File: config.mk
export PLATFORM = sky130hd
export DESIGN_NAME = sdio_io_control
export DESIGN_NICKNAME = d
export VERILOG_FILES = /design/src/rtl/sdio_pkg.sv /design/src/rtl/sdio_io_control.sv
export VERILOG_INCLUDE_DIRS = /design/src /design/src/rtl
export SDC_FILE = /design/constraint.sdc
export NUM_CORES = 2
export LEC_CHECK = 0
export BUFFER_PORTS_ARGS = -buffer_cell sky130_fd_sc_hd__buf_2
export CELL_PAD_IN_SITES_DETAIL_PLACEMENT = 0
export CELL_PAD_IN_SITES_GLOBAL_PLACEMENT = 1
export CORE_ASPECT_RATIO = 1.1
export CORE_MARGIN = 5
export CORE_UTILIZATION = 53
export DETAILED_ROUTE_END_ITERATION = 16
export GPL_TIMING_DRIVEN = 0
export HOLD_SLACK_MARGIN = 0.02
export PLACE_DENSITY = 0.95
export SLEW_MARGIN = 20
export SYNTH_ARGS = -nofsm -noshare
export SYNTH_HDL_FRONTEND = slang
export SYNTH_SLANG_ARGS = --single-unit
export TNS_END_PERCENT = 20
File: constraint.sdc
create_clock -name clk -period 19.11 [get_ports clk]
set_clock_uncertainty 0.1 [all_clocks]
set_input_delay 1.911 -clock clk [delete_from_list [all_inputs] [get_ports clk]]
set_output_delay 1.911 -clock clk [all_outputs]
set_load 0.005 [all_outputs]
File: src/rtl/sdio_defs.svh
// register offsets, field positions, reset values and timing counts
// for the stepper driver discrete i/o block; definitions only
`ifndef SDIO_DEFS_SVH
`define SDIO_DEFS_SVH
`define SDIO_CLK_HZ         40000000
`define SDIO_OFS_CTRL       6'h00
`define SDIO_OFS_STATUS     6'h04
`define SDIO_OFS_INPOS_WIN  6'h08
`define SDIO_OFS_STEP_DIV   6'h0c
`define SDIO_OFS_CMD_POS    6'h10
`define SDIO_OFS_HOME_POS   6'h14
`define SDIO_OFS_SWITCHES   6'h18
`define SDIO_OFS_OPDATA0    6'h20
`define SDIO_CTRL_PRESET    0
`define SDIO_ST_READY       0
`define SDIO_ST_MOVING      1
`define SDIO_ST_INPOS       2
`define SDIO_ST_HOMED       3
`define SDIO_ST_ALARM       4
`define SDIO_ST_LATCHED     5
`define SDIO_ST_OPNUM       8
`define SDIO_ST_STATE       12
`define SDIO_SW_NODE        0
`define SDIO_SW_MODBUS      8
`define SDIO_SW_BAUD        12
`define SDIO_SW_BAUD_BAD    16
`define SDIO_INPOS_WIN_RST  32'h00000005
`define SDIO_STEP_DIV_RST   32'h00004e20
`define SDIO_ADDR_HIGH_ADD  5'h10
`define SDIO_BAUD_NETCONV   4'h7
`define SDIO_BAUD_MAXVALID  4'h5
`define SDIO_FB_DELAY_US    100
`define SDIO_FB_TICKS ((`SDIO_CLK_HZ / 1000000) * `SDIO_FB_DELAY_US)
`define SDIO_BLINK_CYCLES   24'd10000000
`define SDIO_SAMPLE_WAIT    2'd3
`endif

File: src/rtl/sdio_pkg.sv
// types shared by the stepper driver discrete i/o block
package sdio_pkg;
  typedef enum logic [3:0] {
    SDIO_IDLE = 4'b0001,
    SDIO_POS  = 4'b0010,
    SDIO_HOME = 4'b0100,
    SDIO_JOG  = 4'b1000
  } sdio_state_t;

  // discrete host inputs, all active high (on = carrying current)
  typedef struct packed {
    logic       start;
    logic [2:0] op_select;
    logic       return_origin;
    logic       free;
    logic       stop;
    logic       fault_clear;
    logic       jog_fwd;
    logic       jog_rev;
  } sdio_in_t;

  // power-up switch settings
  typedef struct packed {
    logic [3:0] node_rotary;
    logic [1:0] dip;
    logic [3:0] baud;
  } sdio_sw_t;
endpackage : sdio_pkg

File: src/rtl/sdio_io_control.sv
// discrete i/o control of a closed-loop stepper driver with controller
// assumes: pins and switches are asynchronous to clk; alarm sources and
// sensor position come from logic on clk; avalon-mm slave, 1 wait state
`timescale 1ns/1ps
`default_nettype none
`include "sdio_defs.svh"
module sdio_io_control
  import sdio_pkg::*;
#(
  parameter int FB_TICKS = `SDIO_FB_TICKS,
  parameter int BLINK    = `SDIO_BLINK_CYCLES
) (
  input  wire logic        clk,
  input  wire logic        rst,
  input  wire logic [5:0]  avs_address,
  input  wire logic        avs_read,
  input  wire logic        avs_write,
  input  wire logic [31:0] avs_writedata,
  output logic [31:0]      avs_readdata,
  output logic             avs_waitrequest,
  input  wire sdio_in_t    host_in,
  input  wire sdio_sw_t    switch_in,
  input  wire logic        alarm_event,
  input  wire logic        alarm_permanent,
  input  wire logic [31:0] sensor_position,
  output logic             home_done_output,
  output logic             in_position_output,
  output logic             pulse_accept_output,
  output logic             ready_output,
  output logic             moving_output,
  output logic             fault_output_active_off,
  output logic             feedback_phase_a,
  output logic             feedback_phase_b,
  output logic             motor_step,
  output logic             motor_dir,
  output logic             motor_current_enable,
  output logic             brake_release,
  output logic             status_indicator_red,
  output logic             status_indicator_green,
  output logic [4:0]       node_address,
  output logic             modbus_mode,
  output logic [3:0]       baud_code,
  output logic             baud_code_invalid
);
  function automatic logic [31:0] abs_diff(input logic [31:0] a,
                                           input logic [31:0] b);
    abs_diff = ($signed(a) > $signed(b)) ? a - b : b - a;
  endfunction : abs_diff
  // two-stage synchronisers for pins and switches
  sdio_in_t in_s1_reg;
  sdio_in_t in_reg;
  sdio_sw_t sw_s1_reg;
  sdio_sw_t sw_reg;
  always_ff @(posedge clk) begin
    in_s1_reg <= host_in;
    in_reg    <= in_s1_reg;
    sw_s1_reg <= switch_in;
    sw_reg    <= sw_s1_reg;
  end
  sdio_in_t in_prev_reg;
  always_ff @(posedge clk) begin
    if (rst) in_prev_reg <= '0;
    else in_prev_reg <= in_reg;
  end
  wire logic start_rise = in_reg.start & ~in_prev_reg.start;
  wire logic home_rise  = in_reg.return_origin & ~in_prev_reg.return_origin;
  wire logic clr_rise   = in_reg.fault_clear & ~in_prev_reg.fault_clear;
  // sample once
  // switches are read once the synchronisers have filled after reset
  logic [1:0] samp_cnt_reg;
  logic       sampled_reg;
  sdio_sw_t   sw_cfg_reg;
  always_ff @(posedge clk) begin
    if (rst) begin
      samp_cnt_reg <= 2'd0;
      sampled_reg  <= 1'b0;
      sw_cfg_reg   <= '0;
    end else if (!sampled_reg) begin
      samp_cnt_reg <= samp_cnt_reg + 2'd1;
      if (samp_cnt_reg == `SDIO_SAMPLE_WAIT) begin
        sampled_reg <= 1'b1;
        sw_cfg_reg  <= sw_reg;
      end
    end
  end
  assign node_address = {1'b0, sw_cfg_reg.node_rotary}
                      + (sw_cfg_reg.dip[0] ? `SDIO_ADDR_HIGH_ADD : 5'h00);
  assign modbus_mode = sw_cfg_reg.dip[1];
  assign baud_code = sw_cfg_reg.baud;
  assign baud_code_invalid = (baud_code > `SDIO_BAUD_MAXVALID)
                           & (baud_code != `SDIO_BAUD_NETCONV);
  // register file
  logic        ack_reg;
  logic [31:0] inpos_win_reg;
  logic [31:0] step_div_reg;
  logic [31:0] home_pos_reg;
  logic [31:0] opdata_reg [8];
  wire logic   bus_req  = avs_read | avs_write;
  wire logic   wr_en    = avs_write & ack_reg;
  wire logic   is_opd   = avs_address[5];
  wire logic [2:0] opd_idx = avs_address[4:2];
  wire logic   preset_wr = wr_en & (avs_address == `SDIO_OFS_CTRL)
                         & avs_writedata[`SDIO_CTRL_PRESET];
  assign avs_waitrequest = bus_req & ~ack_reg;
  always_ff @(posedge clk) begin
    if (rst) ack_reg <= 1'b0;
    else ack_reg <= bus_req & ~ack_reg;
  end
  always_ff @(posedge clk) begin
    if (rst) begin
      inpos_win_reg <= `SDIO_INPOS_WIN_RST;
      step_div_reg  <= `SDIO_STEP_DIV_RST;
      for (int i = 0; i < 8; i++) begin
        opdata_reg[i] <= '0;
      end
    end else if (wr_en) begin
      if (is_opd) begin
        opdata_reg[opd_idx] <= avs_writedata;
      end else if (avs_address == `SDIO_OFS_INPOS_WIN) begin
        inpos_win_reg <= avs_writedata;
      end else if (avs_address == `SDIO_OFS_STEP_DIV) begin
        step_div_reg <= avs_writedata;
      end
    end
  end
  // motion state
  sdio_state_t state_reg;
  sdio_state_t state_next;
  logic [31:0] cmd_pos_reg;
  logic [31:0] target_reg;
  logic [2:0]  opnum_reg;
  logic        alarm_reg;
  logic        latched_reg;
  logic        homed_reg;
  logic [31:0] div_cnt_reg;
  logic [31:0] status_word;
  logic [31:0] sw_word;
  wire logic jog_one  = in_reg.jog_fwd ^ in_reg.jog_rev;
  wire logic inhibit  = alarm_reg | in_reg.stop | in_reg.free;
  wire logic idle     = state_reg == SDIO_IDLE;
  assign ready_output = idle & ~inhibit & sampled_reg;
  wire logic go_pos   = ready_output & start_rise;
  wire logic go_home  = ready_output & home_rise & ~go_pos;
  wire logic go_jog   = ready_output & jog_one & ~go_pos & ~go_home;
  wire logic at_tgt   = cmd_pos_reg == target_reg;
  wire logic fwd      = (state_reg == SDIO_JOG) ? in_reg.jog_fwd
                      : ($signed(target_reg) > $signed(cmd_pos_reg));
  wire logic step_en  = (div_cnt_reg == 32'h0);
  wire logic do_step  = step_en & (state_reg != SDIO_IDLE) & ~inhibit
                      & ((state_reg == SDIO_JOG) ? jog_one : ~at_tgt);
  always_comb begin
    state_next = state_reg;
    unique case (state_reg)
      SDIO_IDLE: begin
        if (go_pos) begin
          state_next = SDIO_POS;
        end else if (go_home) begin
          state_next = SDIO_HOME;
        end else if (go_jog) begin
          state_next = SDIO_JOG;
        end
      end
      SDIO_POS, SDIO_HOME: begin
        if (at_tgt) begin
          state_next = SDIO_IDLE;
        end
      end
      SDIO_JOG: begin
        if (!jog_one) begin
          state_next = SDIO_IDLE;
        end
      end
    endcase
    // stop aborts
    // stop, free and alarm all abort; position and home moves need a fresh edge to restart, a held jog input resumes
    if (inhibit) begin
      state_next = SDIO_IDLE;
    end
  end
  always_ff @(posedge clk) begin
    if (rst) state_reg <= SDIO_IDLE;
    else state_reg <= state_next;
  end
  // step rate divider, restarted on each move
  always_ff @(posedge clk) begin
    if (rst || idle) begin
      div_cnt_reg <= 32'h0;
    end else if (step_en) begin
      div_cnt_reg <= step_div_reg;
    end else begin
      div_cnt_reg <= div_cnt_reg - 32'h1;
    end
  end
  always_ff @(posedge clk) begin
    if (rst) begin
      cmd_pos_reg <= '0;
      target_reg  <= '0;
      opnum_reg   <= 3'd0;
    end else begin
      if (go_pos) begin
        opnum_reg  <= in_reg.op_select;
        target_reg <= cmd_pos_reg + opdata_reg[in_reg.op_select];
      end else if (go_home) begin
        target_reg <= home_pos_reg;
      end else if (state_reg == SDIO_IDLE || state_reg == SDIO_JOG) begin
        target_reg <= cmd_pos_reg;
      end
      if (do_step) begin
        cmd_pos_reg <= fwd ? cmd_pos_reg + 32'h1 : cmd_pos_reg - 32'h1;
      end
    end
  end
  // home position and home-done
  always_ff @(posedge clk) begin
    if (rst) begin
      home_pos_reg <= '0;
      homed_reg    <= 1'b0;
    end else begin
      if (preset_wr) begin
        home_pos_reg <= cmd_pos_reg;
      end
      if (preset_wr
          || (state_reg == SDIO_HOME && at_tgt && !inhibit)) begin
        homed_reg <= 1'b1;
      end else if (go_pos || go_home || go_jog) begin
        homed_reg <= 1'b0;
      end
    end
  end
  assign home_done_output = homed_reg;
  // edge clear
  // a new alarm in the clearing cycle keeps the alarm set
  always_ff @(posedge clk) begin
    if (rst) begin
      alarm_reg   <= 1'b0;
      latched_reg <= 1'b0;
    end else begin
      if (alarm_event) begin
        alarm_reg   <= 1'b1;
        latched_reg <= latched_reg | alarm_permanent;
      end else if (clr_rise && !latched_reg) begin
        alarm_reg <= 1'b0;
      end
    end
  end
  logic [23:0] blink_cnt_reg;
  logic        blink_reg;
  always_ff @(posedge clk) begin
    if (rst) begin
      blink_cnt_reg <= 24'h0;
      blink_reg     <= 1'b0;
    end else if (blink_cnt_reg == 24'(BLINK - 1)) begin
      blink_cnt_reg <= 24'h0;
      blink_reg     <= ~blink_reg;
    end else begin
      blink_cnt_reg <= blink_cnt_reg + 24'h1;
    end
  end
  assign fault_output_active_off = ~alarm_reg;
  assign status_indicator_red    = alarm_reg & blink_reg;
  assign status_indicator_green  = ~alarm_reg;
  assign motor_current_enable = ~in_reg.free;
  assign brake_release        = in_reg.free;
  assign moving_output = ~idle & ~inhibit;
  assign pulse_accept_output = 1'b0;
  assign motor_step = do_step;
  assign motor_dir  = fwd;
  logic inpos_reg;
  always_ff @(posedge clk) begin
    if (rst) inpos_reg <= 1'b0;
    else inpos_reg <= abs_diff(sensor_position, cmd_pos_reg) <= inpos_win_reg;
  end
  assign in_position_output = inpos_reg;
  // quadrature feedback: each step ends at a phase wrap, four quarter phases apart while the direction holds, one across a reversal
  // bounded lag
  // quarter rate keeps a backlog of one step well inside the lag bound
  localparam int QTR = (FB_TICKS / 8 > 0) ? FB_TICKS / 8 : 1;
  logic signed [15:0] fb_pend_reg;
  logic [1:0]         fb_ph_reg;
  logic [15:0]        fb_tick_reg;
  wire logic fb_tick = fb_tick_reg == 16'(QTR - 1);
  wire logic fb_fwd  = fb_pend_reg > 0;
  wire logic fb_move = fb_tick & (fb_pend_reg != 0);
  wire logic [1:0] fb_ph_nx = fb_fwd ? fb_ph_reg + 2'd1 : fb_ph_reg - 2'd1;
  wire logic fb_done = fb_move & (fb_fwd ? fb_ph_reg == 2'd3
                                         : fb_ph_reg == 2'd0);
  wire logic signed [15:0] fb_add = !do_step ? 16'sd0
                                  : fwd ? 16'sd1 : -16'sd1;
  wire logic signed [15:0] fb_sub = !fb_done ? 16'sd0
                                  : fb_fwd ? 16'sd1 : -16'sd1;
  always_ff @(posedge clk) begin
    if (rst) begin
      fb_pend_reg <= 16'sd0;
      fb_ph_reg   <= 2'd0;
      fb_tick_reg <= 16'h0;
    end else begin
      fb_tick_reg <= fb_tick ? 16'h0 : fb_tick_reg + 16'h1;
      fb_pend_reg <= fb_pend_reg + fb_add - fb_sub;
      if (fb_move) begin
        fb_ph_reg <= fb_ph_nx;
      end
    end
  end
  // quadrature phases
  // forward: a leads b; b level at a's rise tells the direction
  always_ff @(posedge clk) begin
    if (rst) begin
      feedback_phase_a <= 1'b0;
      feedback_phase_b <= 1'b0;
    end else begin
      feedback_phase_a <= fb_ph_reg[0] ^ fb_ph_reg[1];
      feedback_phase_b <= fb_ph_reg[1];
    end
  end
  // readback
  always_comb begin
    status_word = '0;
    status_word[`SDIO_ST_READY]   = ready_output;
    status_word[`SDIO_ST_MOVING]  = moving_output;
    status_word[`SDIO_ST_INPOS]   = inpos_reg;
    status_word[`SDIO_ST_HOMED]   = homed_reg;
    status_word[`SDIO_ST_ALARM]   = alarm_reg;
    status_word[`SDIO_ST_LATCHED] = latched_reg;
    status_word[`SDIO_ST_OPNUM +: 3] = opnum_reg;
    status_word[`SDIO_ST_STATE +: 4] = state_reg;
    sw_word = '0;
    sw_word[`SDIO_SW_NODE +: 5] = node_address;
    sw_word[`SDIO_SW_MODBUS]    = modbus_mode;
    sw_word[`SDIO_SW_BAUD +: 4] = baud_code;
    sw_word[`SDIO_SW_BAUD_BAD]  = baud_code_invalid;
  end
  wire logic [31:0] rd_mux =
      is_opd ? opdata_reg[opd_idx]
    : (avs_address == `SDIO_OFS_STATUS)    ? status_word
    : (avs_address == `SDIO_OFS_INPOS_WIN) ? inpos_win_reg
    : (avs_address == `SDIO_OFS_STEP_DIV)  ? step_div_reg
    : (avs_address == `SDIO_OFS_CMD_POS)   ? cmd_pos_reg
    : (avs_address == `SDIO_OFS_HOME_POS)  ? home_pos_reg
    : (avs_address == `SDIO_OFS_SWITCHES)  ? sw_word
    : 32'h0;
  always_ff @(posedge clk) begin
    if (rst) avs_readdata <= '0;
    else if (avs_read && !ack_reg) avs_readdata <= rd_mux;
  end
endmodule : sdio_io_control
`default_nettype wire

* Yosys cells after proc, flatten, opt, wreduce, memory -nomap -nowiden
Memory sizes are Yosys's and may differ from the RTL's. A register that Yosys moved wholly into a read port is not among the register bits. Cells that the tools add are included.
Operators by class: add/sub/neg operators 14, order comparisons 5, equality and inequality tests 20, mux-type cells 43, bitwise gates (word level) 44, reduce and logical (&&, ||, !) cells 28
Operators by type and width (number):
- $mux W32 | 13
- $gt A32 B32 Y1 | 2
- $mux W16 | 4
- $sub A32 B1 Y32 const B | 2
- $sub A32 B32 Y32 | 2
- $add A32 B1 Y32 const B | 1
- $add A32 B32 Y32 | 1
- $eq A32 B32 Y1 | 1
- $le A32 B32 Y1 | 1
- $logic_not A32 Y1 | 1
- $reduce_bool A32 Y1 | 1
- $reduce_or A32 Y1 | 1
- $add A24 B1 Y24 const B | 1
- $eq A24 B24 Y1 const B | 1
- $and A1 B1 Y1 | 23
- $mux W4 | 5
- $eq A6 B5 Y1 const B | 3
- $mux W17 | 1
- $add A16 B1 Y16 const B | 1
- $add A16 B16 Y16 | 1
- $eq A16 B9 Y1 const B | 1
- $gt A16 B1 Y1 const B | 1
- $mux W1 | 16
- $sub A16 B16 Y16 | 1
- other kinds (32) | 69
Word-level totals: register bits after elaboration 353, memory bits (writable) 256, input port bits 96, output and inout bits 58, logic and storage cells 206, memories 1
Memories:
- opdata_reg | words 8, width 32, read ports 2, clocked after memory_dff 1, write ports 8, line sdio_io_control.sv:97 | logic [31:0] opdata_reg [8];

* Longest topological paths before layout
depth after elaboration 14, depth in mapped cells 29

* Least setup slack after synthesis
Ideal clock, no wire load.
path type input to register, from input port sensor_position[10], to register inpos_reg, in the netlist in_position_output, arrival 6.721 ns, required time 18.940 ns, path slack 12.218 ns, cell stages on the path 25, path buffers 4, cell sequence inv_1 -> ha_1 -> clkbuf_1 -> nand4_1 -> o221ai_1 -> nand2_1 -> or4_1 -> a31oi_1 -> o21a_1 -> clkbuf_1 -> clkbuf_1 -> clkbuf_1 -> mux2_2 -> ha_1 -> nor2b_1 -> o21a_1 -> o21a_1 -> o21a_1 -> o21a_1 -> o21a_1 -> o21ai_0 -> nand2b_1 -> a221oi_1 -> o221ai_1 -> a21oi_1
On the way: word-level cells in the longest chain between the ends 3
Ends and longest elaborated chain:
- start: declaration | line sdio_io_control.sv:25 | input wire logic [31:0] sensor_position,
- $sub A32 B32 Y32 / $gt A32 B32 Y1 (equally long branches) | line sdio_io_control.sv:47 | abs_diff = ($signed(a) > $signed(b)) ? a - b : b - a;
- $mux W32 * | line sdio_io_control.sv:47
- $le A32 B32 Y1 * | line sdio_io_control.sv:271 | else inpos_reg <= abs_diff(sensor_position, cmd_pos_reg) <= inpos_win_reg;
- end signal: assignment | line sdio_io_control.sv:271
- end: declaration | line sdio_io_control.sv:268 | logic inpos_reg;
Every way passes the cells marked *; elsewhere a longest branch is shown, timed or not. A chain may end at the register's enable or synchronous reset.

* Final worst setup path
from register cmd_pos_reg[25], to register fb_pend_reg[15]
On the way: word-level cells in the longest chain between the ends 7
Ends and longest elaborated chain:
- start: declaration | line sdio_io_control.sv:129 | logic [31:0] cmd_pos_reg;
- start signal: assignment | line sdio_io_control.sv:209 | cmd_pos_reg <= fwd ? cmd_pos_reg + 32'h1 : cmd_pos_reg - 32'h1;
- branches (longest 4 deep; another with $gt A32 B32 Y1)
- $mux W16 * | line sdio_io_control.sv:287 | wire logic signed [15:0] fb_add = !do_step ? 16'sd0
- $add A16 B16 Y16 * | line sdio_io_control.sv:298 | fb_pend_reg <= fb_pend_reg + fb_add - fb_sub;
- $sub A16 B16 Y16 * | line sdio_io_control.sv:298
- end signal: assignment | line sdio_io_control.sv:298
- end: declaration | line sdio_io_control.sv:278 | logic signed [15:0] fb_pend_reg;
Mark *: on every way between the ends.

==> results by group <==
Synthesis
  – Post-synth EDFFs: between 200 and 300
  – Synth area leaders: edfxtp_1 (21%), dfxtp_1 (20%), mux4_2 (8.0%)
  – Count of different cell masters after synthesis: 80
  – Post-synth net total: between 4000 and 5000
  – Synth cell count leaders: nand2_1 (386), dfxtp_1 (353), a21oi_1 (319)
  – Primary FF master, synth: dfxtp_1
  – Largest area contributor in the netlist: edfxtp_1
  – Asr flop ratio synth: 0%
  – Post-Synthesis Cells: 3790
  – Most common cell in the netlist: nand2_1
  – Synthesis Warnings: 0
  – Part of the Yosys area used for sequential elements: between 40% and 50%
  – Syn Std Cell Area: around 36000 um2
  – Register bit total from synthesis: 609
  – Synthesized area per cell: between 9 and 10 um2
  – Top cell type's share of synthesized area: a little over a fifth

Worst setup path
  – CP Max Fanout: 15
  – Worst EP arrival: about 8.9 ns
  – Critical Path Sink Type: flip-flop
  – R2r setup slk: about 11 ns
  – CP Capture Point: fb_pend_reg[15]
  – Critical Path Start: cmd_pos_reg[25]
  – FF-to-FF Start: cmd_pos_reg[25]
  – Crit Path Class: reg -> reg
  – CP Launch Type: flip-flop
  – R2r worst-path depth: 27
  – Critical Path RT: around 20 ns
  – Worst r2r dst: fb_pend_reg[15]

Place
  – DP Area: roughly 38000 um2
  – GPL Wtd Cong: 1.01
  – Post-DP HPWL: roughly 99000 um
  – Input/output buffers: between 150 and 200

Route
  – DRT antenna net count: 0
  – Vias: 31700
  – Routed wire per std cell: between 20 and 30 um
  – Via-to-Cell Ratio: 6.43
  – Initial DRT Pass Iterations: 9
  – Wirelength, routed: 130000 um
  – Number of DRC markers in iteration 0: between 4000 and 5000
  – Remaining DRCs: 0

Finish
  – Final Util: between 50% and 60%
  – Max reg flops: between 200 and 300
  – Layout cells sized above 1: between 10% and 20%
  – Design area: approximately 40000 um2
  – P&R area growth vs syn: 11.5%
  – Nets: roughly 4300

Floorplan
  – Die area: approximately 73000 um2
  – Core Region: 67600 um2
  – Width of the die: about 260 um
  – I/O pins: 154
  – Starting Density: 53.4%
  – Die height: 284 um
  – Rows: 100

Clock tree
  – Post-CTS sizing: 0
  – H-tree depth reported by CTS: 2
  – Worst-path clk slew: 0.06 ns
  – Post-CTS Setup Bufs: 0
  – Clock Latency Late Sink: 0.65 ns
  – Clock Path Buffers: 3
  – CTS Buf Count: 60
  – CTS tree: done
  – Clock Tree Root: clkbuf_16
  – Clock sink total: 609
  – CTS Hold Bufs: 0

STA
  – Setup TNS: 0 ns
  – Max Fclk: approximately 0.12 GHz
  – Worst slew pin tran: ~1.2 ns
  – Final setup violation count: 0
  – Tcrit/Tclk final: 44.5%
  – Final Hold Viols: 0
  – Fin crit period: 8.51 ns
  – RSZ-0062 raised after global routing: false
  – Slew Limit Fails: 0
  – Max-slew headroom: approximately 23%

Pwr
  – LEAKAGE: ~0.016 uW
  – Worst vdd ir: 0.0848 mV
  – Power per Cell Area: 78.0 nW/um2

Global routing
  – Vias in the first global route: about 31000
  – Initial antenna violation count: 6
  – Global-route usage over all layers: ~34%
  – Largest net degree at the start of global routing: 33
  – Gr ovfl total: 0
  – First-pass GRT wire length: ~190000 um

Hold path
  – Hold Path Class: reg -> reg

Run
  – Max_cap viols: 0

Run status
  – Outcome: finished clean
## how the worst min path moves through the flow
| stage | start | end | slack, ns | depth (start not counted) |
|---|---|---|---|---|
| after floorplan | in_s1_reg[4] | brake_release | 0.21 | 0 |
| after CTS | sw_s1_reg[4] | sw_reg[4] | 0.22 | 0 |
| after detailed placement | in_s1_reg[3] | in_reg[3] | 0.21 | 0 |
| after global routing | sw_s1_reg[1] | sw_reg[1] | 0.23 | 0 |
| after global placement | in_s1_reg[4] | brake_release | 0.21 | 0 |
| final | sw_s1_reg[4] | sw_reg[4] | 0.21 | 0 |
## cell type report
class | count | area (um2)
fillers | 5855 | 27400
multi-input cells | 2748 | 19800
diodes | 7 | 17.5
flip-flops and latches | 609 | 14800
clock buffers | 85 | 1750
repair buffers | 161 | 963
well taps | 867 | 1080
clock inverters | 23 | 238
inverters | 198 | 743
plain buffers | 235 | 905
## power breakdown
part | internal, uW | leakage, uW | switching [uW] | total (uW)
Sequential | 1400 | 0.00552 | 33.1 | 1430
Combinational | 196 | 0.00923 | 295 | 490
Clock | 689 | 0.000980 | 528 | 1220
## kinds of logic after synthesis
family                   synth area share [%]
buffers and inverters                    4.54
AO/OA/AOI/OAI                            13.4
multiplexers                             11.0
flip-flops                               40.9
XOR/XNOR                                 3.59
AND/OR/NAND/NOR                          19.3
other                                  0.0104
adder cells (fa/ha/maj)                  7.28
## layout by cell type (no fill, tap or decap), drive strengths merged, types with 28 or more instances in the layout
cell,n
xor2,56
mux2i,34
inv,199
buf,198
a21o,61
ha,181
nand4,67
mux4,128
nor3,113
and2,266
or3,30
o21ai,128
edfxtp,256
nand3,57
clkbuf,283
mux2,66
nor2,299
nand2b,30
a211oi,38
dfxtp,353
nor2b,38
a22oi,28
a21oi,319
nor4,28
nand2,387
xnor2,92
a221oi,30
## per-stage QoR
step,hold slack [ns],cells,setup slack [ns],total power [uW]
2_1_floorplan,0.210,3790,12.22,1760
3_3_place_gp,0.211,4809,9.98,1920
3_5_place_dp,0.212,4818,10.23,1930
4_1_cts,0.220,4926,10.64,3120
5_1_grt,0.233,4929,10.02,3230
6_report,0.212,4933,10.60,3140
## critical path, stage by stage (launching register included)
cell	delay, ns
dfxtp_1	0.46
clkbuf_1	0.49
inv_1	0.27
ha_1	0.38
nand4_1	0.14
nor3_1	0.35
nand4_1	0.25
or4_1	0.61
clkbuf_1	0.27
a41oi_2	0.30
and3_1	0.27
buf_2	0.27
buf_2	0.29
nand2_1	0.67
fa_1	0.85
inv_1	0.06
ha_1	0.26
a21o_1	0.17
a21oi_1	0.22
o21ai_0	0.12
a21oi_1	0.24
o21ai_0	0.15
a41o_1	0.28
o211ai_1	0.27
o21ai_0	0.19
a31oi_1	0.24
xnor2_1	0.14
nor2_1	0.05
## metal layers
| metal | routed length (um) | vias to the layer above | track usage (%) |
|---|---|---|---|
| met5 | 0 | - | 0 |
| met4 | 9930 | 0 | 20.6 |
| met3 | 13500 | 489 | 7.47 |
| met2 | 59500 | 1972 | 55.0 |
| met1 | 47300 | 15200 | 42.0 |
| li1 | - | 14100 | - |
Power figures use the tool's default switching activity.
